**src/pkg/tc_defs.svh**
```systemverilog
// Constants of the sample clock timing control block.
// Assumes inclusion by bare name from design or test files.
`ifndef TC_DEFS_SVH
`define TC_DEFS_SVH

// ----------------------------------------------------------------
// Register indices on the plain register port
// ----------------------------------------------------------------
`define TC_ADDR_CLK_CTRL_ONE 4'h0
`define TC_ADDR_MARK_CTRL    4'h1
`define TC_ADDR_DELAY_CTRL   4'h2
`define TC_ADDR_COARSE       4'h3
`define TC_ADDR_FINE         4'h4
`define TC_ADDR_MODE         4'h5
`define TC_ADDR_DEMUX        4'h6
`define TC_ADDR_FRAME        4'h7
`define TC_ADDR_STATUS       4'h8

// ----------------------------------------------------------------
// Field positions
// ----------------------------------------------------------------
`define TC_BIT_SYSREF_MARK   0
`define TC_BIT_MARK_EN       0
`define TC_BIT_INV           0
`define TC_BIT_RAMP_FAST     1
`define TC_BIT_RAMP_EN       2
`define TC_BIT_SINGLE        0
`define TC_BIT_BUSY          8
`define TC_BIT_SYSREF_SEEN   9

// ----------------------------------------------------------------
// Reset values and timing counts
// ----------------------------------------------------------------
`define TC_RST_COARSE        8'h00
`define TC_RST_FINE          8'h00
`define TC_RST_DEMUX         2'h0
`define TC_RST_FRAME         8'h01
`define TC_RAMP_SLOW_CYC     9'h100
`define TC_RAMP_FAST_CYC     9'h040

`endif

```
**src/pkg/tc_pkg.sv**
```systemverilog
// Types of the sample clock timing control block.
// Assumes the constants header sits beside it.
package tc_pkg;
  typedef logic [7:0]  tc_delay_t;
  typedef logic [11:0] tc_sample_t;
  typedef enum logic [0:0] {
    TC_MODE_DUAL   = 1'b0,
    TC_MODE_SINGLE = 1'b1
  } tc_mode_e;
endpackage

```
**src/pkg/tc_ramp_if.sv**
```systemverilog
// Link between the register side and the coarse delay ramp engine.
// Assumes both ends run on the same clock.
`timescale 1ns/1ps
interface tc_ramp_if;
  import tc_pkg::*;
  logic      wr;
  tc_delay_t target;
  logic      ramp_en;
  logic      fast;
  tc_delay_t cur;
  logic      busy;
  modport ctl (output wr, target, ramp_en, fast, input cur, busy);
  modport eng (input wr, target, ramp_en, fast, output cur, busy);
endinterface

```
**src/design/tc_mark_pipe.sv**
```systemverilog
// One output lane: converter word and mark bit in one pipeline.
// Assumes the caller registers its mark source in step with the word.
`timescale 1ns/1ps
module tc_mark_pipe import tc_pkg::*; #(
  parameter int LAT = 4
) (
  input  wire logic       clk,
  input  wire logic       rstn,
  input  wire tc_sample_t conv,
  input  wire logic       mark,
  input  wire logic       ins_en,
  output tc_sample_t      out_reg
);
  tc_sample_t stage_reg [LAT];

  // Word and mark share stage zero so both see one latency.
  always_ff @(posedge clk or negedge rstn) begin
    if (!rstn) begin
      for (int i = 0; i < LAT; i++) stage_reg[i] <= 12'h000;
    end else begin
      stage_reg[0] <= ins_en ? {conv[11:1], mark} : conv;
      for (int i = 1; i < LAT; i++) stage_reg[i] <= stage_reg[i-1];
    end
  end

  // The last stage feeds the lane pins.
  always_ff @(posedge clk or negedge rstn) begin
    if (!rstn) out_reg <= 12'h000;
    else out_reg <= stage_reg[LAT-1];
  end

  property p_mark_lsb;
    @(posedge clk) disable iff (!rstn)
    ##(LAT+1) $past(ins_en, LAT+1) |-> out_reg[0] == $past(mark, LAT+1);
  endproperty
  a_mark_lsb: assert property (p_mark_lsb)
    else $error("mark bit not in sample lsb");

  property p_upper_bits;
    @(posedge clk) disable iff (!rstn)
    ##(LAT+1) 1'b1 |-> out_reg[11:1] == $past(conv[11:1], LAT+1);
  endproperty
  a_upper_bits: assert property (p_upper_bits)
    else $error("upper sample bits latency mismatch");
endmodule

```
**src/design/tc_ramp.sv**
```systemverilog
// Coarse delay engine: direct load or gradual ramp to the target.
// Assumes one write pulse per register write.
`timescale 1ns/1ps
`include "tc_defs.svh"
module tc_ramp import tc_pkg::*; (
  input  wire logic clk,
  input  wire logic rstn,
  tc_ramp_if.eng    rif
);
  logic [8:0] tick_reg;
  logic       step;

  // Slow steps once per 256 cycles, fast four times per 256.
  assign step = (tick_reg == 9'h000);

  // Tick counter restarts on each write so a new ramp starts clean.
  always_ff @(posedge clk or negedge rstn) begin
    if (!rstn) tick_reg <= `TC_RAMP_SLOW_CYC - 9'h001;
    else if (rif.wr || step)
      tick_reg <= (rif.fast ? `TC_RAMP_FAST_CYC : `TC_RAMP_SLOW_CYC)
                  - 9'h001;
    else tick_reg <= tick_reg - 9'h001;
  end

  // Current coarse setting walks one step toward the target.
  always_ff @(posedge clk or negedge rstn) begin
    if (!rstn) begin
      rif.cur  <= `TC_RST_COARSE;
      rif.busy <= 1'b0;
    end else if (rif.wr && !rif.ramp_en) begin
      rif.cur  <= rif.target;
      rif.busy <= 1'b0;
    end else if (rif.wr) begin
      rif.busy <= (rif.target != rif.cur);
    end else if (rif.busy && step) begin
      rif.cur  <= (rif.cur < rif.target) ? rif.cur + 8'h01
                                         : rif.cur - 8'h01;
      rif.busy <= ((rif.cur < rif.target ? rif.cur + 8'h01
                   : rif.cur - 8'h01) != rif.target);
    end
  end

  property p_direct;
    @(posedge clk) disable iff (!rstn)
    rif.wr && !rif.ramp_en |=> rif.cur == $past(rif.target) && !rif.busy;
  endproperty
  a_direct: assert property (p_direct)
    else $error("direct coarse load failed");

  property p_ramp_start;
    @(posedge clk) disable iff (!rstn)
    rif.wr && rif.ramp_en && rif.target != rif.cur
      |=> rif.busy && $stable(rif.cur);
  endproperty
  a_ramp_start: assert property (p_ramp_start)
    else $error("ramp did not start");

  property p_ramp_hold;
    @(posedge clk) disable iff (!rstn)
    rif.busy && !rif.wr && !step |=> $stable(rif.cur);
  endproperty
  a_ramp_hold: assert property (p_ramp_hold)
    else $error("coarse moved between steps");
endmodule

```
**src/design/tc_timing_ctrl.sv**
```systemverilog
// Sample clock timing control: mark insertion, sample mode,
// sampling delay controls, coarse ramp and SYSREF divider reset.
// Assumes all inputs synchronous to clk and a one-cycle register port.
//
// Functional notes
// Mark enable replaces every sample lsb with the sampled mark.
// Upper eleven bits and mark bit travel with identical latency.
// Trigger may be asynchronous; sampled alongside the analog input.
// Mark source select takes the mark from SYSREF instead.
// Dual mode samples rising edge; single mode both edges.
// Device clock alone times sampling, logic and lane outputs.
// Captured SYSREF resets clock dividers and strobe generator.
// Periodic SYSREF rate is clock over (demux+1) x frame x n.
// SYSREF must be caught on a deterministic clock edge.
// Invert control delays sampling by half a clock period.
// Coarse and fine each have 256 settings; all delays add.
// Programmed delay shifts every internal clock and SYSREF capture.
// Lane receiver must tolerate timing shifts from delay changes.
// Ramp moves one step per 256 cycles slow, four fast.
// With ramp enabled every coarse write starts a new ramp.
// Without ramp coarse loads directly; ramp ends at target.
//
// Decided for this implementation: the placing of the registers and the plain strobed port.
`timescale 1ns/1ps
`include "tc_defs.svh"
module tc_timing_ctrl import tc_pkg::*; #(
  parameter int PIPE_LAT = 4
) (
  input  wire logic        clk,
  input  wire logic        rstn,
  input  wire logic [3:0]  reg_addr,
  input  wire logic [15:0] reg_wdata,
  input  wire logic        reg_wr,
  input  wire logic        reg_rd,
  output logic [15:0]      reg_rdata,
  input  wire tc_sample_t  conv_a,
  input  wire tc_sample_t  conv_b,
  input  wire logic [1:0]  trigger_mark_input,
  input  wire logic        sysref_in,
  output tc_sample_t       lane_a_data,
  output tc_sample_t       lane_b_data,
  output logic             lane_clock,
  output logic             lane_strobe,
  output logic             delay_invert,
  output tc_delay_t        delay_coarse,
  output tc_delay_t        delay_fine,
  output logic             single_channel
);

  // ----------------------------------------------------------------
  // Register state
  // ----------------------------------------------------------------
  logic       sysref_as_mark_select_reg;
  logic       mark_insert_enable_reg;
  logic       clock_invert_delay_reg;
  logic       delay_ramp_rate_reg;
  logic       delay_ramp_enable_reg;
  tc_delay_t  coarse_delay_step_reg;
  tc_delay_t  fine_delay_step_reg;
  tc_mode_e   mode_reg;
  logic [1:0] demux_factor_setting_reg;
  logic [7:0] frame_length_setting_reg;
  logic       sysref_seen_reg;

  // ----------------------------------------------------------------
  // Internal signals
  // ----------------------------------------------------------------
  logic        wr_clk_ctrl;
  logic        wr_mark;
  logic        wr_delay;
  logic        wr_coarse;
  logic        wr_fine;
  logic        wr_mode;
  logic        wr_demux;
  logic        wr_frame;
  logic        wr_status;
  logic        sysref_reg;
  logic        sysref_prev_reg;
  logic        sysref_edge;
  logic [10:0] frame_period;
  logic [10:0] frame_cnt_reg;
  logic [10:0] frame_cnt_next;
  logic        frame_last;
  logic        mark_a_reg;
  logic        mark_b_reg;
  tc_sample_t  conv_a_reg;
  tc_sample_t  conv_b_reg;
  logic        mark_a_next;
  logic        mark_b_next;
  logic [15:0] rdata_next;

  tc_ramp_if rif ();

  // ----------------------------------------------------------------
  // Write decode
  // ----------------------------------------------------------------
  // One strobe per register; unmapped writes are dropped.
  assign wr_clk_ctrl = reg_wr && (reg_addr == `TC_ADDR_CLK_CTRL_ONE);
  assign wr_mark     = reg_wr && (reg_addr == `TC_ADDR_MARK_CTRL);
  assign wr_delay    = reg_wr && (reg_addr == `TC_ADDR_DELAY_CTRL);
  assign wr_coarse   = reg_wr && (reg_addr == `TC_ADDR_COARSE);
  assign wr_fine     = reg_wr && (reg_addr == `TC_ADDR_FINE);
  assign wr_mode     = reg_wr && (reg_addr == `TC_ADDR_MODE);
  assign wr_demux    = reg_wr && (reg_addr == `TC_ADDR_DEMUX);
  assign wr_frame    = reg_wr && (reg_addr == `TC_ADDR_FRAME);
  assign wr_status   = reg_wr && (reg_addr == `TC_ADDR_STATUS);

  // ----------------------------------------------------------------
  // Mark source controls
  // ----------------------------------------------------------------
  // Selects SYSREF or the trigger pins as mark source.
  always_ff @(posedge clk or negedge rstn) begin
    if (!rstn) sysref_as_mark_select_reg <= 1'b0;
    else if (wr_clk_ctrl)
      sysref_as_mark_select_reg <= reg_wdata[`TC_BIT_SYSREF_MARK];
  end

  // Enables replacing the sample lsb with the mark.
  always_ff @(posedge clk or negedge rstn) begin
    if (!rstn) mark_insert_enable_reg <= 1'b0;
    else if (wr_mark)
      mark_insert_enable_reg <= reg_wdata[`TC_BIT_MARK_EN];
  end

  // ----------------------------------------------------------------
  // Sampling delay controls
  // ----------------------------------------------------------------
  // Half-period invert and ramp options share one register.
  always_ff @(posedge clk or negedge rstn) begin
    if (!rstn) begin
      clock_invert_delay_reg <= 1'b0;
      delay_ramp_rate_reg    <= 1'b0;
      delay_ramp_enable_reg  <= 1'b0;
    end else if (wr_delay) begin
      clock_invert_delay_reg <= reg_wdata[`TC_BIT_INV];
      delay_ramp_rate_reg    <= reg_wdata[`TC_BIT_RAMP_FAST];
      delay_ramp_enable_reg  <= reg_wdata[`TC_BIT_RAMP_EN];
    end
  end

  // Coarse target and fine setting, 256 codes each.
  always_ff @(posedge clk or negedge rstn) begin
    if (!rstn) begin
      coarse_delay_step_reg <= `TC_RST_COARSE;
      fine_delay_step_reg   <= `TC_RST_FINE;
    end else begin
      if (wr_coarse) coarse_delay_step_reg <= reg_wdata[7:0];
      if (wr_fine)   fine_delay_step_reg   <= reg_wdata[7:0];
    end
  end

  // The ramp engine sees the raw write so each write restarts it.
  assign rif.wr      = wr_coarse;
  assign rif.target  = reg_wdata[7:0];
  assign rif.ramp_en = delay_ramp_enable_reg;
  assign rif.fast    = delay_ramp_rate_reg;

  tc_ramp u_ramp (
    .clk  (clk),
    .rstn (rstn),
    .rif  (rif)
  );

  // Delay controls to the clock path; the three are independent.
  always_ff @(posedge clk or negedge rstn) begin
    if (!rstn) begin
      delay_invert <= 1'b0;
      delay_coarse <= `TC_RST_COARSE;
      delay_fine   <= `TC_RST_FINE;
    end else begin
      delay_invert <= clock_invert_delay_reg;
      delay_coarse <= rif.cur;
      delay_fine   <= fine_delay_step_reg;
    end
  end

  // ----------------------------------------------------------------
  // Sample mode
  // ----------------------------------------------------------------
  // Dual mode takes rising samples only; single adds falling ones.
  always_ff @(posedge clk or negedge rstn) begin
    if (!rstn) mode_reg <= TC_MODE_DUAL;
    else if (wr_mode)
      mode_reg <= tc_mode_e'(reg_wdata[`TC_BIT_SINGLE]);
  end

  always_ff @(posedge clk or negedge rstn) begin
    if (!rstn) single_channel <= 1'b0;
    else single_channel <= (mode_reg == TC_MODE_SINGLE);
  end

  // ----------------------------------------------------------------
  // Frame settings
  // ----------------------------------------------------------------
  // Divider length is (demux + 1) times the frame length.
  always_ff @(posedge clk or negedge rstn) begin
    if (!rstn) begin
      demux_factor_setting_reg <= `TC_RST_DEMUX;
      frame_length_setting_reg <= `TC_RST_FRAME;
    end else begin
      if (wr_demux) demux_factor_setting_reg <= reg_wdata[1:0];
      if (wr_frame) frame_length_setting_reg <= reg_wdata[7:0];
    end
  end

  assign frame_period = 11'((demux_factor_setting_reg + 3'h1)
                            * frame_length_setting_reg);

  // ----------------------------------------------------------------
  // SYSREF capture
  // ----------------------------------------------------------------
  // Every capture happens on a rising clk edge, so alignment is fixed.
  always_ff @(posedge clk or negedge rstn) begin
    if (!rstn) begin
      sysref_reg      <= 1'b0;
      sysref_prev_reg <= 1'b0;
    end else begin
      sysref_reg      <= sysref_in;
      sysref_prev_reg <= sysref_reg;
    end
  end

  assign sysref_edge = sysref_reg && !sysref_prev_reg;

  // Sticky capture flag; a new edge wins over a clear.
  always_ff @(posedge clk or negedge rstn) begin
    if (!rstn) sysref_seen_reg <= 1'b0;
    else if (sysref_edge) sysref_seen_reg <= 1'b1;
    else if (wr_status && reg_wdata[`TC_BIT_SYSREF_SEEN])
      sysref_seen_reg <= 1'b0;
  end

  // ----------------------------------------------------------------
  // Divider and strobe generator
  // ----------------------------------------------------------------
  assign frame_last     = (frame_cnt_reg + 11'h001) >= frame_period;
  assign frame_cnt_next = frame_last ? 11'h000
                                     : frame_cnt_reg + 11'h001;

  // SYSREF forces the divider back to phase zero.
  always_ff @(posedge clk or negedge rstn) begin
    if (!rstn) frame_cnt_reg <= 11'h000;
    else if (sysref_edge) frame_cnt_reg <= 11'h000;
    else frame_cnt_reg <= frame_cnt_next;
  end

  // Strobe marks the first word of each frame on the lanes.
  always_ff @(posedge clk or negedge rstn) begin
    if (!rstn) lane_strobe <= 1'b0;
    else lane_strobe <= sysref_edge || frame_last;
  end

  // Lane clock is clk halved, realigned by SYSREF.
  always_ff @(posedge clk or negedge rstn) begin
    if (!rstn) lane_clock <= 1'b0;
    else if (sysref_edge) lane_clock <= 1'b0;
    else lane_clock <= !lane_clock;
  end

  // ----------------------------------------------------------------
  // Mark sampling
  // ----------------------------------------------------------------
  // Lane b takes the falling-instant trigger only in single mode.
  always_comb begin
    mark_a_next = trigger_mark_input[0];
    mark_b_next = (mode_reg == TC_MODE_SINGLE) ? trigger_mark_input[1]
                                               : trigger_mark_input[0];
    if (sysref_as_mark_select_reg) begin
      mark_a_next = sysref_in;
      mark_b_next = sysref_in;
    end
  end

  // Mark and words are caught in the same cycle as the samples.
  always_ff @(posedge clk or negedge rstn) begin
    if (!rstn) begin
      mark_a_reg <= 1'b0;
      mark_b_reg <= 1'b0;
      conv_a_reg <= 12'h000;
      conv_b_reg <= 12'h000;
    end else begin
      mark_a_reg <= mark_a_next;
      mark_b_reg <= mark_b_next;
      conv_a_reg <= conv_a;
      conv_b_reg <= conv_b;
    end
  end

  // ----------------------------------------------------------------
  // Output lanes
  // ----------------------------------------------------------------
  tc_mark_pipe #(.LAT(PIPE_LAT)) u_lane_a (
    .clk     (clk),
    .rstn    (rstn),
    .conv    (conv_a_reg),
    .mark    (mark_a_reg),
    .ins_en  (mark_insert_enable_reg),
    .out_reg (lane_a_data)
  );

  tc_mark_pipe #(.LAT(PIPE_LAT)) u_lane_b (
    .clk     (clk),
    .rstn    (rstn),
    .conv    (conv_b_reg),
    .mark    (mark_b_reg),
    .ins_en  (mark_insert_enable_reg),
    .out_reg (lane_b_data)
  );

  // ----------------------------------------------------------------
  // Read back
  // ----------------------------------------------------------------
  // Unmapped addresses and reserved bits read zero.
  always_comb begin
    rdata_next = 16'h0000;
    unique case (reg_addr)
      `TC_ADDR_CLK_CTRL_ONE:
        rdata_next[`TC_BIT_SYSREF_MARK] = sysref_as_mark_select_reg;
      `TC_ADDR_MARK_CTRL:
        rdata_next[`TC_BIT_MARK_EN] = mark_insert_enable_reg;
      `TC_ADDR_DELAY_CTRL: begin
        rdata_next[`TC_BIT_INV]       = clock_invert_delay_reg;
        rdata_next[`TC_BIT_RAMP_FAST] = delay_ramp_rate_reg;
        rdata_next[`TC_BIT_RAMP_EN]   = delay_ramp_enable_reg;
      end
      `TC_ADDR_COARSE: rdata_next[7:0] = coarse_delay_step_reg;
      `TC_ADDR_FINE:   rdata_next[7:0] = fine_delay_step_reg;
      `TC_ADDR_MODE:   rdata_next[`TC_BIT_SINGLE] = mode_reg;
      `TC_ADDR_DEMUX:  rdata_next[1:0] = demux_factor_setting_reg;
      `TC_ADDR_FRAME:  rdata_next[7:0] = frame_length_setting_reg;
      `TC_ADDR_STATUS: begin
        rdata_next[7:0]                = rif.cur;
        rdata_next[`TC_BIT_BUSY]       = rif.busy;
        rdata_next[`TC_BIT_SYSREF_SEEN] = sysref_seen_reg;
      end
      default: rdata_next = 16'h0000;
    endcase
  end

  // Read data stands in the cycle after the read strobe only.
  always_ff @(posedge clk or negedge rstn) begin
    if (!rstn) reg_rdata <= 16'h0000;
    else reg_rdata <= reg_rd ? rdata_next : 16'h0000;
  end

  // ----------------------------------------------------------------
  // Checks
  // ----------------------------------------------------------------
  property p_mark_source;
    @(posedge clk) disable iff (!rstn)
    sysref_as_mark_select_reg |=> mark_a_reg == $past(sysref_in);
  endproperty
  a_mark_source: assert property (p_mark_source)
    else $error("mark not taken from sysref");

  property p_mode_mark;
    @(posedge clk) disable iff (!rstn)
    !sysref_as_mark_select_reg && mode_reg == TC_MODE_SINGLE
      |=> mark_b_reg == $past(trigger_mark_input[1]);
  endproperty
  a_mode_mark: assert property (p_mode_mark)
    else $error("single mode falling mark not used");

  property p_sysref_reset;
    @(posedge clk) disable iff (!rstn)
    sysref_edge |=> frame_cnt_reg == 11'h000 && lane_strobe
                    && !lane_clock;
  endproperty
  a_sysref_reset: assert property (p_sysref_reset)
    else $error("sysref did not reset divider");

  property p_coarse_out;
    @(posedge clk) disable iff (!rstn)
    wr_coarse && !delay_ramp_enable_reg
      |=> ##1 delay_coarse == $past(reg_wdata[7:0], 2);
  endproperty
  a_coarse_out: assert property (p_coarse_out)
    else $error("direct coarse write not on output");
endmodule

```
**config.mk**
```make
export PLATFORM = sky130hd
export DESIGN_NAME = tc_timing_ctrl
export DESIGN_NICKNAME = d
export VERILOG_FILES = /design/src/pkg/tc_pkg.sv /design/src/pkg/tc_ramp_if.sv /design/src/design/tc_mark_pipe.sv /design/src/design/tc_ramp.sv /design/src/design/tc_timing_ctrl.sv
export VERILOG_INCLUDE_DIRS = /design/src /design/src/pkg
export SDC_FILE = /design/constraint.sdc
export NUM_CORES = 1
export LEC_CHECK = 0
export BUFFER_PORTS_ARGS = -buffer_cell sky130_fd_sc_hd__buf_2
export CORE_MARGIN = 2
export CORE_UTILIZATION = 55
export CTS_CLUSTER_DIAMETER = 50
export DETAILED_ROUTE_END_ITERATION = 8
export PLACE_DENSITY_LB_ADDON = 0.15
export SYNTH_ARGS = -nofsm -noshare
export SYNTH_HDL_FRONTEND = slang
export SYNTH_SLANG_ARGS = --single-unit
```
**constraint.sdc**
```tcl
create_clock -name clk -period 6.97 [get_ports clk]
set_clock_uncertainty 0.05 [all_clocks]
set_input_delay 0 -clock clk [delete_from_list [all_inputs] [get_ports clk]]
set_output_delay 0 -clock clk [all_outputs]
set_load 0.02 [all_outputs]
```
======== After elaboration in Yosys (flattened, before gate mapping) ========
Index checks and enable logic that the tools add are counted.
storage, ports and cells
  flip-flop bits (word level) ............. 240
  output and inout port bits .............. 60
cells by class
  $add $sub $neg .......................... 6
  multiply operators ...................... 1
  $lt $le $gt $ge ......................... 2
  equality and inequality tests ........... 11
  multiplexer cells ....................... 25
  reductions and logical operators ........ 24
operators by type and width
  cell                                                                    count
  8-bit two-way mux                                                       4
  11-bit two-way mux                                                      2
  5-bit one-hot mux with 4 select lines                                   1
  9-bit two-way mux                                                       2
  9-bit by 1-bit subtractor with 9-bit output (second input constant)     2
  4-bit by 3-bit equality test with 1-bit output (second input constant)  4
  8-bit inequality test                                                   2
  1-bit logical AND                                                       13
  11-bit by 1-bit adder with 11-bit output (second input constant)        1
  11-bit >= comparator                                                    1
  3-bit by 8-bit multiplier with 11-bit output                            1
  1-bit two-way mux                                                       11
  10-bit two-way mux                                                      1
  9-bit zero test                                                         1
  1-bit one-hot mux with 9 select lines                                   1
  8-bit by 1-bit adder with 8-bit output (second input constant)          1
  4-bit by 2-bit equality test with 1-bit output (second input constant)  2
  8-bit less-than comparator                                              1
  8-bit by 1-bit subtractor with 8-bit output (second input constant)     1
  1-bit one-hot mux with 6 select lines                                   1
  1-bit one-hot mux with 5 select lines                                   1
  4-bit by 1-bit equality test with 1-bit output (second input constant)  1
  4-bit equality test (second input constant)                             1
  4-bit zero test                                                         1
  8 further kinds                                                         12

======== Longest topological paths before layout ========
Gate-level depths: netlist (run 1).
  word-level depth ........................ 6
  gate-level depth with buffers ........... 21

======== Modules after synthesis ========
From an unflattened synthesis (run 1), not the netlist that was laid out.
unflattened totals
  cells, all modules ...................... 678
  area total of the unflattened synthesis .. 9272.6 sq um
by module, submodules not included
  module          times used  cells each  area an instance (sq um)  seq. area each (sq um)
  tc_timing_ctrl  1           374         4618.2                    2553.7
  tc_mark_pipe    2           61          1516.5                    1501.4
  tc_ramp         1           182         1621.6                    460.4

======== Worst setup path before layout (run 1) ========
No wires, ideal clock.
  kind .................................... flip-flop to flip-flop
  start ................................... register demux_factor_setting_reg[0]
  end ..................................... register frame_cnt_reg[3]
  library setup time ...................... 0.074 ns
  arrival ................................. 3.791 ns
  path slack .............................. 3.055 ns
  cell stages (with the launch flop) ...... 18
  buffers on the path ..................... 1
  path through ............................ dfrtp_1 > ha_1 > and2_1 > fa_1 > ha_1 > a21o_1 > a21oi_1 > o21ai_0 > a21oi_1 > o21ai_0 > xnor2_1 > ha_1 > o2111a_1 > nand2_1 > nand3_1 > a31o_2 > clkbuf_1 > nor2b_1
on the way
  longest elaborated chain between the ends .. 5
RTL lines
  what                                          RTL line               RTL
  start, declared                               tc_timing_ctrl.sv:61   logic [1:0] demux_factor_setting_reg;
  start signal, assigned                        tc_timing_ctrl.sv:198  demux_factor_setting_reg <= `TC_RST_DEMUX;
  start signal, assigned                        tc_timing_ctrl.sv:201  if (wr_demux) demux_factor_setting_reg <= reg_wdata[1:0];
  2-bit by 1-bit adder with 3-bit output        tc_timing_ctrl.sv:206  assign frame_period = 11'((demux_factor_setting_reg + 3'h1)
  3-bit by 8-bit multiplier with 11-bit output  tc_timing_ctrl.sv:207  * frame_length_setting_reg);
  11-bit >= comparator                          tc_timing_ctrl.sv:236  assign frame_last = (frame_cnt_reg + 11'h001) >= frame_period;
  11-bit two-way mux                            tc_timing_ctrl.sv:237  assign frame_cnt_next = frame_last ? 11'h000
  11-bit two-way mux                            tc_timing_ctrl.sv:243  else if (sysref_edge) frame_cnt_reg <= 11'h000;
  end signal, assigned                          tc_timing_ctrl.sv:244  else frame_cnt_reg <= frame_cnt_next;
  end, declared                                 tc_timing_ctrl.sv:81   logic [10:0] frame_cnt_reg;
Every way passes these cells.
A chain may end at the register's enable or synchronous reset.

======== Worst setup path after layout (run 1) ========
  start ................................... register demux_factor_setting_reg[0]
  end ..................................... register frame_cnt_reg[5]
The elaborated chain is that of the path after synthesis.

==> results of run 1 <==
==> metal layers <==
layer | up-vias | track usage [%] | routed length, um
met1 | 2847 | 28.7 | 7440
li1 | 2658 | - | -
met2 | 196 | 36.0 | 9080
met4 | 0 | 6.99 | 304
met5 | - | 0 | 0
met3 | 28 | 3.50 | 970
==> through the flow <==
| step | setup WS [ps] | total power, W | instances |
|---|---|---|---|
| floorplan | 3060 | 0.00226 | 700 |
| global placement | 2860 | 0.00244 | 992 |
| detailed placement | 2700 | 0.00248 | 992 |
| CTS | 2660 | 0.00403 | 1085 |
| global route | 2230 | 0.00424 | 1085 |
| finish | 2630 | 0.00400 | 1085 |
==> worst max-delay path: cells and delay by family (launching register included) <==
kind / cells / cell delay (ps)
AO/OA/AOI/OAI: 7 / 1330
adder cells (fa/ha/maj): 5 / 1690
buffers and inverters: 2 / 110
flip-flops: 1 / 510
AND/OR/NAND/NOR: 6 / 570
==> worst min path at each step <==
stage	cells after the start	startpoint	slack, ps	to
2_1_floorplan	0	rstn	-350	clock_invert_delay_reg
5_1_grt	2	conv_a[11]	50	conv_a_reg[11]
3_5_place_dp	1	conv_b[0]	60	conv_b_reg[0]
6_report	4	reg_addr[0]	30	mode_reg
3_3_place_gp	1	conv_a[7]	60	conv_a_reg[7]
4_1_cts	4	reg_addr[0]	7	mark_insert_enable_reg
==> cells by family after synthesis <==
logic type | after synthesis | share of synthesized area [%]
xor+xnor | 31 | 3.15
compound gates | 111 | 7.78
flops | 240 | 66.3
fa+ha+maj | 46 | 7.01
mux | 25 | 3.04
simple gates | 191 | 10.3
other cells | 1 | 0.0414
buf+inv | 50 | 2.35
==> cell type report <==
| class | count | share of cell area, % |
|---|---|---|
| Clock buffer | 32 | 6.37 |
| Clock inverter | 15 | 2.38 |
| Inverter | 27 | 0.905 |
| Multi-Input combinational cell | 410 | 25.5 |
| Sequential cell | 240 | 53.7 |
| Tap cell | 216 | 2.41 |
| Timing Repair Buffer | 145 | 8.67 |
==> cells in the final DEF (no fill, tap or decap), types with 6 or more instances in the layout <==
| cell type | instances |
|---|---|
| a21o_1 | 6 |
| a21oi_1 | 25 |
| a22oi_1 | 11 |
| and2_1 | 12 |
| and3_1 | 10 |
| buf_2 | 96 |
| bufinv_16 | 6 |
| clkbuf_16 | 26 |
| conb_1 | 6 |
| dfrtp_1 | 231 |
| dfstp_2 | 9 |
| dlygate4sd3_1 | 46 |
| fa_1 | 8 |
| ha_1 | 38 |
| inv_1 | 27 |
| mux2_2 | 20 |
| nand2_1 | 52 |
| nand2b_1 | 11 |
| nand3_1 | 21 |
| nor2_1 | 46 |
| nor2b_1 | 21 |
| o21ai_0 | 40 |
| xnor2_1 | 19 |
| xor2_1 | 11 |
==> what timing repair did <==
item / 4_1_cts / 5_1_grt
hold buffers: 46 / 0
endpoints found under the hold margin: 234 / 0
buffers inserted: 0 / 0
==> where the power goes <==
group | switching (W) | total [W] | internal [W]
Clock | 0.000549 | 0.00151 | 0.000958
Sequential | 0.000127 | 0.00171 | 0.00158
Combinational | 0.000445 | 0.000789 | 0.000344
==> flow_summary.yaml, run 1 <==
setup_path:
  cpMostUsedCell: "ha_1"
  arrival_ps: 4740
  rr_startpoint: "demux_factor_setting_reg[0]"
  end_kind: "flop"
  crit_fanout: 12
  rr_endpoint: "frame_cnt_reg[5]"
  start_kind: "flop"
  path_class: "reg2reg"
  crit_required_ps: 7370
  startpoint: "demux_factor_setting_reg[0]"
  crit_path_cell_trace: "ha_1 -> nand2_1 -> fa_1 -> inv_1 -> ha_1 -> inv_1 -> fa_1 -> nor2b_1 -> o21ai_0 -> a21oi_1 -> o21ai_0 -> nand2b_1 -> a21o_1 -> a21oi_1 -> ha_1 -> o2111a_1 -> nand2_1 -> nand3_1 -> a31o_2 -> nor2b_1"
  ff2ff_setup_slack_ps: 2630
  reg2regPathDepth: 20
  slowest_stage: "dfrtp_1"
  endpoint: "frame_cnt_reg[5]"
  max_stage_delay_ps: 510
sta:
  slew_violations: 0
  worstMarginPinSlew_ps: 1350
  clock.fmax_ghz: 0.230
  setup_viol: 0
  finalCritPeriodShare_pct: 62.3
  holdWs_ps: 34.7
  hold_violations: 0
  period_needed_ps: 4340
  rsz0062_at_grt: "no"
  setup_tns_ps: 0
  slew_headroom_pct: 9.59
grt:
  gr-total-overflow: 0
  grt_pass1_wl_um: 30100
  grt_pass1_vias: 5970
  grt_max_degree: 157
  track_usage_pct: 21.4
  grt_antenna_before_repair: 0
die:
  coreArea_um2: 16000
  ios: 111
  die_x_um: 132
  die_area_um2: 17500
  start_util_pct: 56.7
  row_count: 46
  die_h_um: 132
cells_and_area:
  multiInputGateArea_um2: 2860
  final_util_pct: 70.0
  final_area_um2: 11200
  drive_gt1_share_pct: 20.8
  num_antenna_cells: 0
  area_growth_syn_to_layout_pct: 23.5
  fillCellCount: 1126
  seq_area_um2: 6020
  nets: 947
place:
  gp_congestion: 0.927
  io_buffers: 97
  place_area_um2: 9760
  dp_hpwl_um: 11400
clock_network:
  cts_tree: "done"
  clkTransAtPathRegs_ps: 60
  cts_resized: 0
  h-tree-depth: 1
  clk_latency_ps: 530
  root_buffer: "clkbuf_16"
  cts_made_buffers: 26
  cts.sinks: 240
  clockBufferDepth: 3
min_path:
  min_path_type: "in2reg"
logic_synthesis:
  synth_commonest_cells: "dfrtp_1 (231), nand2_1 (52), nor2_1 (46), o21ai_0 (40), ha_1 (38)"
  syn_area_um2: 9070
  yosys.area.top_type: "dfrtp_1"
  yosys.area.top_type_share_pct: 63.7
  ys_seq_area_share_pct: 66.3
  synth-edff-count: 0
  yosys-top-cells-area: "dfrtp_1 (64%), ha_1 (5.2%), dfstp_2 (2.6%)"
  yosysMostFrequentCell: "dfrtp_1"
  synth-seq-cells: 240
  ys_warn_count: 0
  syn_inst: 695
  ys.flop_type: "dfrtp_1"
  synth.avg_cell_area_um2: 13.0
  synth.distinct_cells: 51
  async_flop_share_pct: 100
detailed_routing:
  firstDrtPassIters: 5
  dr_total_vias: 5729
  drt-initial-drc-count: 359
  drc: 0
  ant_nets: 0
  drt-vias-per-instance: 5.28
  wl_um: 17800
  wl_per_cell_um: 16.4
flow_run:
  drv_cap: 0
power_and_ir_drop:
  p_per_area_nw_per_um2: 357
  p_leak_nw: 5.37
  ir_drop_uv: 249
run_status:
  status: "complete, no violations"
(Power assumes the default switching activity.)
==> run 2: changes to the inputs <==
==> constraint.sdc (replaced) <==
create_clock -name clk -period 4.05 [get_ports clk]
set_clock_uncertainty 0.05 [all_clocks]
set_input_delay 0 -clock clk [delete_from_list [all_inputs] [get_ports clk]]
set_output_delay 0 -clock clk [all_outputs]
set_load 0.02 [all_outputs]
==> flow_summary.yaml, run 2 (synthesis gave the netlist of run 1 again) <==
cells_and_area:
  final_cell_mix: "dfrtp_1 (231), buf_2 (96), nand2_1 (52), dlygate4sd3_1 (46), nor2_1 (45)"
  drive_gt1_share_pct: 21.6
  final_util_pct: 69.5
  final_common_cell: "dfrtp_1"
  finalNonFillerCells: 1086
  num_antenna_cells: 0
  final_area_um2: 11100
  area_growth_syn_to_layout_pct: 22.7
  nets: 952
sta:
  holdWs_ps: 21.4
  worstMarginPinSlew_ps: 1160
  hold_violations: 0
  setup_viol: 0
  period_needed_ps: 3810
  finalCritPeriodShare_pct: 94.1
  slew_violations: 0
  clock.fmax_ghz: 0.262
  slew_headroom_pct: 22.1
setup_path:
  cp_top_family: "adder cells"
  start_kind: "flop"
  crit_fanout: 12
  end_kind: "flop"
  max_stage_delay_ps: 450
  path_class: "reg2reg"
  crit_path_cell_trace: "ha_4 -> nand2_1 -> fa_1 -> inv_1 -> ha_1 -> inv_1 -> fa_2 -> nor2b_2 -> o21ai_2 -> a21oi_2 -> o21ai_1 -> nand2b_1 -> xnor2_1 -> ha_1 -> a21oi_1 -> nor2b_1 -> o21ai_0 -> nand3_1 -> a31o_4 -> nor2b_1"
  crit_buf_inv: 2
  slowest_stage: "fa_1"
  arrival_ps: 4210
  crit_required_ps: 4450
detailed_routing:
  dr_total_vias: 5672
  wl_per_cell_um: 16.2
  drc: 0
  drt-vias-per-instance: 5.22
  wl_um: 17500
  drt-initial-drc-count: 369
  firstDrtPassIters: 6
  ant_nets: 0
power_and_ir_drop:
  seqPwrFrac_pct: 44.7
  p_per_area_nw_per_um2: 589
  clockPowerShare_pct: 33.5
  p_sw_share_pct: 28.9
  ir_drop_uv: 363
  p_int_w: 0.00466
  p_leak_nw: 5.32
  p_switching_w: 0.00189
  power_frac_comb_pct: 21.7
clock_network:
  clockBufferDepth: 3
  cts.sinks: 240
  root_buffer: "clkbuf_16"
  clkTransAtPathRegs_ps: 60
  h-tree-depth: 1
  cts_tree: "done"
  clk_latency_ps: 520
  cts_made_buffers: 25
grt:
  track_usage_pct: 20.6
  grt_antenna_before_repair: 0
  grt_max_degree: 99
  grt_pass1_vias: 5869
  gr-total-overflow: 0
  grt_pass1_wl_um: 29200
die:
  coreArea_um2: 16000
  die_area_um2: 17500
  die_x_um: 132
  ios: 111
  start_util_pct: 56.7
  die_h_um: 132
  row_count: 46
place:
  dp_cells: 997
  dp_hpwl_um: 11600
  gp_congestion: 0.935
  place_area_um2: 9810
  io_buffers: 97
min_path:
  min_path_type: "in2async"
run_status:
  status: "complete, no violations"
flow_run:
  drv_cap: 0
[run 2: cell count changes in the layout (fill, tap and decap cells not counted), moves of 2 or more]
cell,delta
bufinv_16,-4
clkbuf_8,-2
nor2b_2,+2
a21oi_2,+3
nor2b_1,-2
a21oi_1,-3
clkbuf_1,+4
o21ai_0,-2
buf_4,+5
[run 2: layout make-up]
type	instances	area [um2]
fill	1147	4880
inverter	27	101
clock buffer	33	676
clock inverter	9	123
multi-input combinational	410	2910
tap	216	270
timing repair buffer	151	1030
sequential	240	6020
[run 2: routing by layer]
layer  GRT usage (%)  share of wire, %  up-vias
met5               0                 0        -
met4            5.68               1.5        0
met3            2.96               5.2       22
li1                -                 -     2665
met1            27.5                42     2810
met2            35.5                52      175
[run 2: per-stage QoR]
stage	total power [W]	TNS, ps	setup slack (ps)
global route	0.00694	-21.0	-13.5
detailed placement	0.00430	-92.0	-21.0
global placement	0.00422	0	145
floorplan	0.00388	0	135
CTS	0.00658	0	40.4
finish	0.00655	0	239
[run 2: power groups by stage]
stage / sequential, W / combinational, W / clock [W]
final: 0.00293 / 0.00142 / 0.00220
after global routing: 0.00297 / 0.00161 / 0.00236
after CTS: 0.00293 / 0.00140 / 0.00226
after detailed placement: 0.00296 / 0.00133 / 0
after global placement: 0.00294 / 0.00128 / 0
after floorplan: 0.00298 / 0.000904 / 0
[run 2: worst paths after layout]
check	from	endpoint	slack (ps)	cells after the start
min in group clk	reg_addr[0]	mode_reg	60	4
hold reg to reg	u_lane_a.stage_reg[33]	u_lane_a.stage_reg[21]	290	0
setup / recovery	demux_factor_setting_reg[1]	frame_cnt_reg[10]	240	20
max in group asynchronous	rstn	u_ramp.rif.cur[4]	2780	3
hold / removal	rstn	u_lane_b.stage_reg[34]	20	2
setup reg to reg	demux_factor_setting_reg[1]	frame_cnt_reg[10]	240	20
[run 2: repair_timing]
action | 4_1_cts | 5_1_grt
pin swaps | 0 | 3
buffers inserted | 0 | 1
hold buffers | 46 | 0
resized for setup | 2 | 12
endpoints found under the setup margin | 11 | 13
cloned | 0 | 0
endpoints found under the hold margin | 175 | 0
==> run 3: changes to the inputs <==
--- a/config.mk
+++ b/config.mk
@@ -9,6 +9,7 @@
 export BUFFER_PORTS_ARGS = -buffer_cell sky130_fd_sc_hd__buf_2
 export CORE_MARGIN = 2
 export CORE_UTILIZATION = 55
+export CTS_BUF_LIST = sky130_fd_sc_hd__clkbuf_16
 export CTS_CLUSTER_DIAMETER = 50
 export DETAILED_ROUTE_END_ITERATION = 8
 export PLACE_DENSITY_LB_ADDON = 0.15
==> constraint.sdc (replaced) <==
create_clock -name clk -period 3.9 [get_ports clk]
set_clock_uncertainty 0.05 [all_clocks]
set_input_delay 0 -clock clk [delete_from_list [all_inputs] [get_ports clk]]
set_output_delay 0 -clock clk [all_outputs]
set_load 0.02 [all_outputs]
==> flow_summary.yaml, run 3 (synthesis gave the netlist of run 1 again) <==
setup_path:
  crit_required_ps: 4310
  end_kind: "flop"
  crit_fanout: 6
  start_kind: "flop"
  arrival_ps: 4200
  path_class: "reg2reg"
die:
  start_util_pct: 56.7
  die_area_um2: 17500
  die_h_um: 132
  coreArea_um2: 16000
  row_count: 46
  ios: 111
  die_x_um: 132
clock_network:
  clk_latency_ps: 530
  cts_made_buffers: 25
  root_buffer: "clkbuf_16"
  clockBufferDepth: 3
  h-tree-depth: 1
  clkTransAtPathRegs_ps: 60
  cts_tree: "done"
  cts.sinks: 240
cells_and_area:
  num_antenna_cells: 0
  multiInputGateArea_um2: 2930
  seq_area_um2: 6020
  nets: 961
  fillCellCount: 1129
  final_util_pct: 69.8
  final_cell_mix: "dfrtp_1 (231), buf_2 (96), nand2_1 (51), dlygate4sd3_1 (46), nor2_1 (45)"
  final_area_um2: 11200
  final_common_cell: "dfrtp_1"
  drive_gt1_share_pct: 22.4
  area_growth_syn_to_layout_pct: 23.2
  finalNonFillerCells: 1098
power_and_ir_drop:
  finalPower_w: 0.00676
  ir_drop_uv: 491
  p_int_w: 0.00475
  power_frac_comb_pct: 22.8
  clockPowerShare_pct: 32.2
  p_per_area_nw_per_um2: 605
  p_switching_w: 0.00201
  p_leak_nw: 5.38
  p_sw_share_pct: 29.7
  seqPwrFrac_pct: 45.0
detailed_routing:
  drt-initial-drc-count: 423
  wl_per_cell_um: 16.6
  drc: 0
  ant_nets: 0
  firstDrtPassIters: 4
  drt-vias-per-instance: 5.22
  wl_um: 18200
  dr_total_vias: 5734
place:
  dp_cells: 1000
  io_buffers: 97
  dp_hpwl_um: 11700
  gp_congestion: 0.847
  place_area_um2: 9840
sta:
  hold_violations: 0
  slew_violations: 0
  rsz0062_at_grt: "yes"
  finalCritPeriodShare_pct: 97.2
  setup_viol: 0
  period_needed_ps: 3790
  clock.fmax_ghz: 0.264
  holdWs_ps: 49.5
  worstMarginPinSlew_ps: 1250
  slew_headroom_pct: 15.7
grt:
  track_usage_pct: 21.2
  grt_pass1_vias: 6130
  grt_max_degree: 153
  grt_antenna_before_repair: 0
  gr-total-overflow: 0
  grt_pass1_wl_um: 29800
run_status:
  status: "complete, no violations"
flow_run:
  drv_cap: 0
min_path:
  min_path_type: "in2reg"
run 3: cell types whose count changed in the layout (fill, tap and decap cells not counted), moves of 2 or more:
cell / before / now
buf_4: 7 / 15
clkbuf_1: 6 / 0
inv_1: 27 / 33
clkinv_1: 0 / 4
a21oi_1: 22 / 24
a21oi_2: 4 / 2
clkbuf_8: 2 / 0
clkinv_2: 3 / 5
o21ai_1: 1 / 3
run 3: area by class of cell:
class,count,share of cell area [%]
Tap cell,216,2.42
Inverter,27,0.907
Clock inverter,20,1.22
Clock buffer,25,5.60
Timing Repair Buffer,159,9.74
Multi-Input combinational cell,411,26.3
Sequential cell,240,53.9
run 3: final timing paths:
check	from	slack [ps]	endpoint	cells after the start
worst max-delay path	demux_factor_setting_reg[1]	110	frame_cnt_reg[5]	16
worst min-delay path	reg_addr[0]	50	mark_insert_enable_reg	4
worst max register to register	demux_factor_setting_reg[1]	110	frame_cnt_reg[5]	16
worst min register to register	conv_b_reg[6]	290	u_lane_b.stage_reg[42]	0
max in group asynchronous	rstn	2630	frame_length_setting_reg[0]	3
min in group asynchronous	rstn	150	u_lane_b.stage_reg[5]	2
run 3: critical path: stages, from the launching register on:
cell,delay (ps)
dfrtp_1,410
ha_4,270
and2_1,170
fa_1,460
ha_1,300
a21o_1,170
a21oi_1,200
o21ai_0,110
a21oi_1,170
o21ai_0,140
xnor2_1,150
ha_1,280
o2111a_2,290
nand2_1,90
nand3_2,90
a31o_4,250
nor2b_2,110
run 3: timing repair:
action                                 in CTS  in global routing
cloned                                      0                  1
pin swaps                                   0                 15
hold buffers                               46                  0
setup endpoints to repair                  12                 13
endpoints found under the hold margin     222                  0
gates resized for setup                     3                 14
setup buffers                               1                  5
run 3: through the flow:
step,setup TNS (ps),worst slack (ps)
after floorplan,0,48.8
after global placement,0,72.8
after detailed placement,-467,-59.7
after CTS,0,18.5
after global routing,-1450,-151
final,0,108
run 3: power groups by stage:
stage               sequential (W)  combinational (W)  clock [W]
floorplan                  0.00309           0.000946          0
global placement           0.00305            0.00135          0
global route               0.00307            0.00172    0.00235
finish                     0.00304            0.00154    0.00218
detailed placement         0.00307            0.00142          0
CTS                        0.00304            0.00149    0.00224
run 3: metal layers:
metal | routed length (um) | GRT usage (%)
met1 | 7270 | 25.8
met3 | 910 | 4.23
met4 | 364 | 5.32
met2 | 9690 | 38.7
met5 | 0 | 0
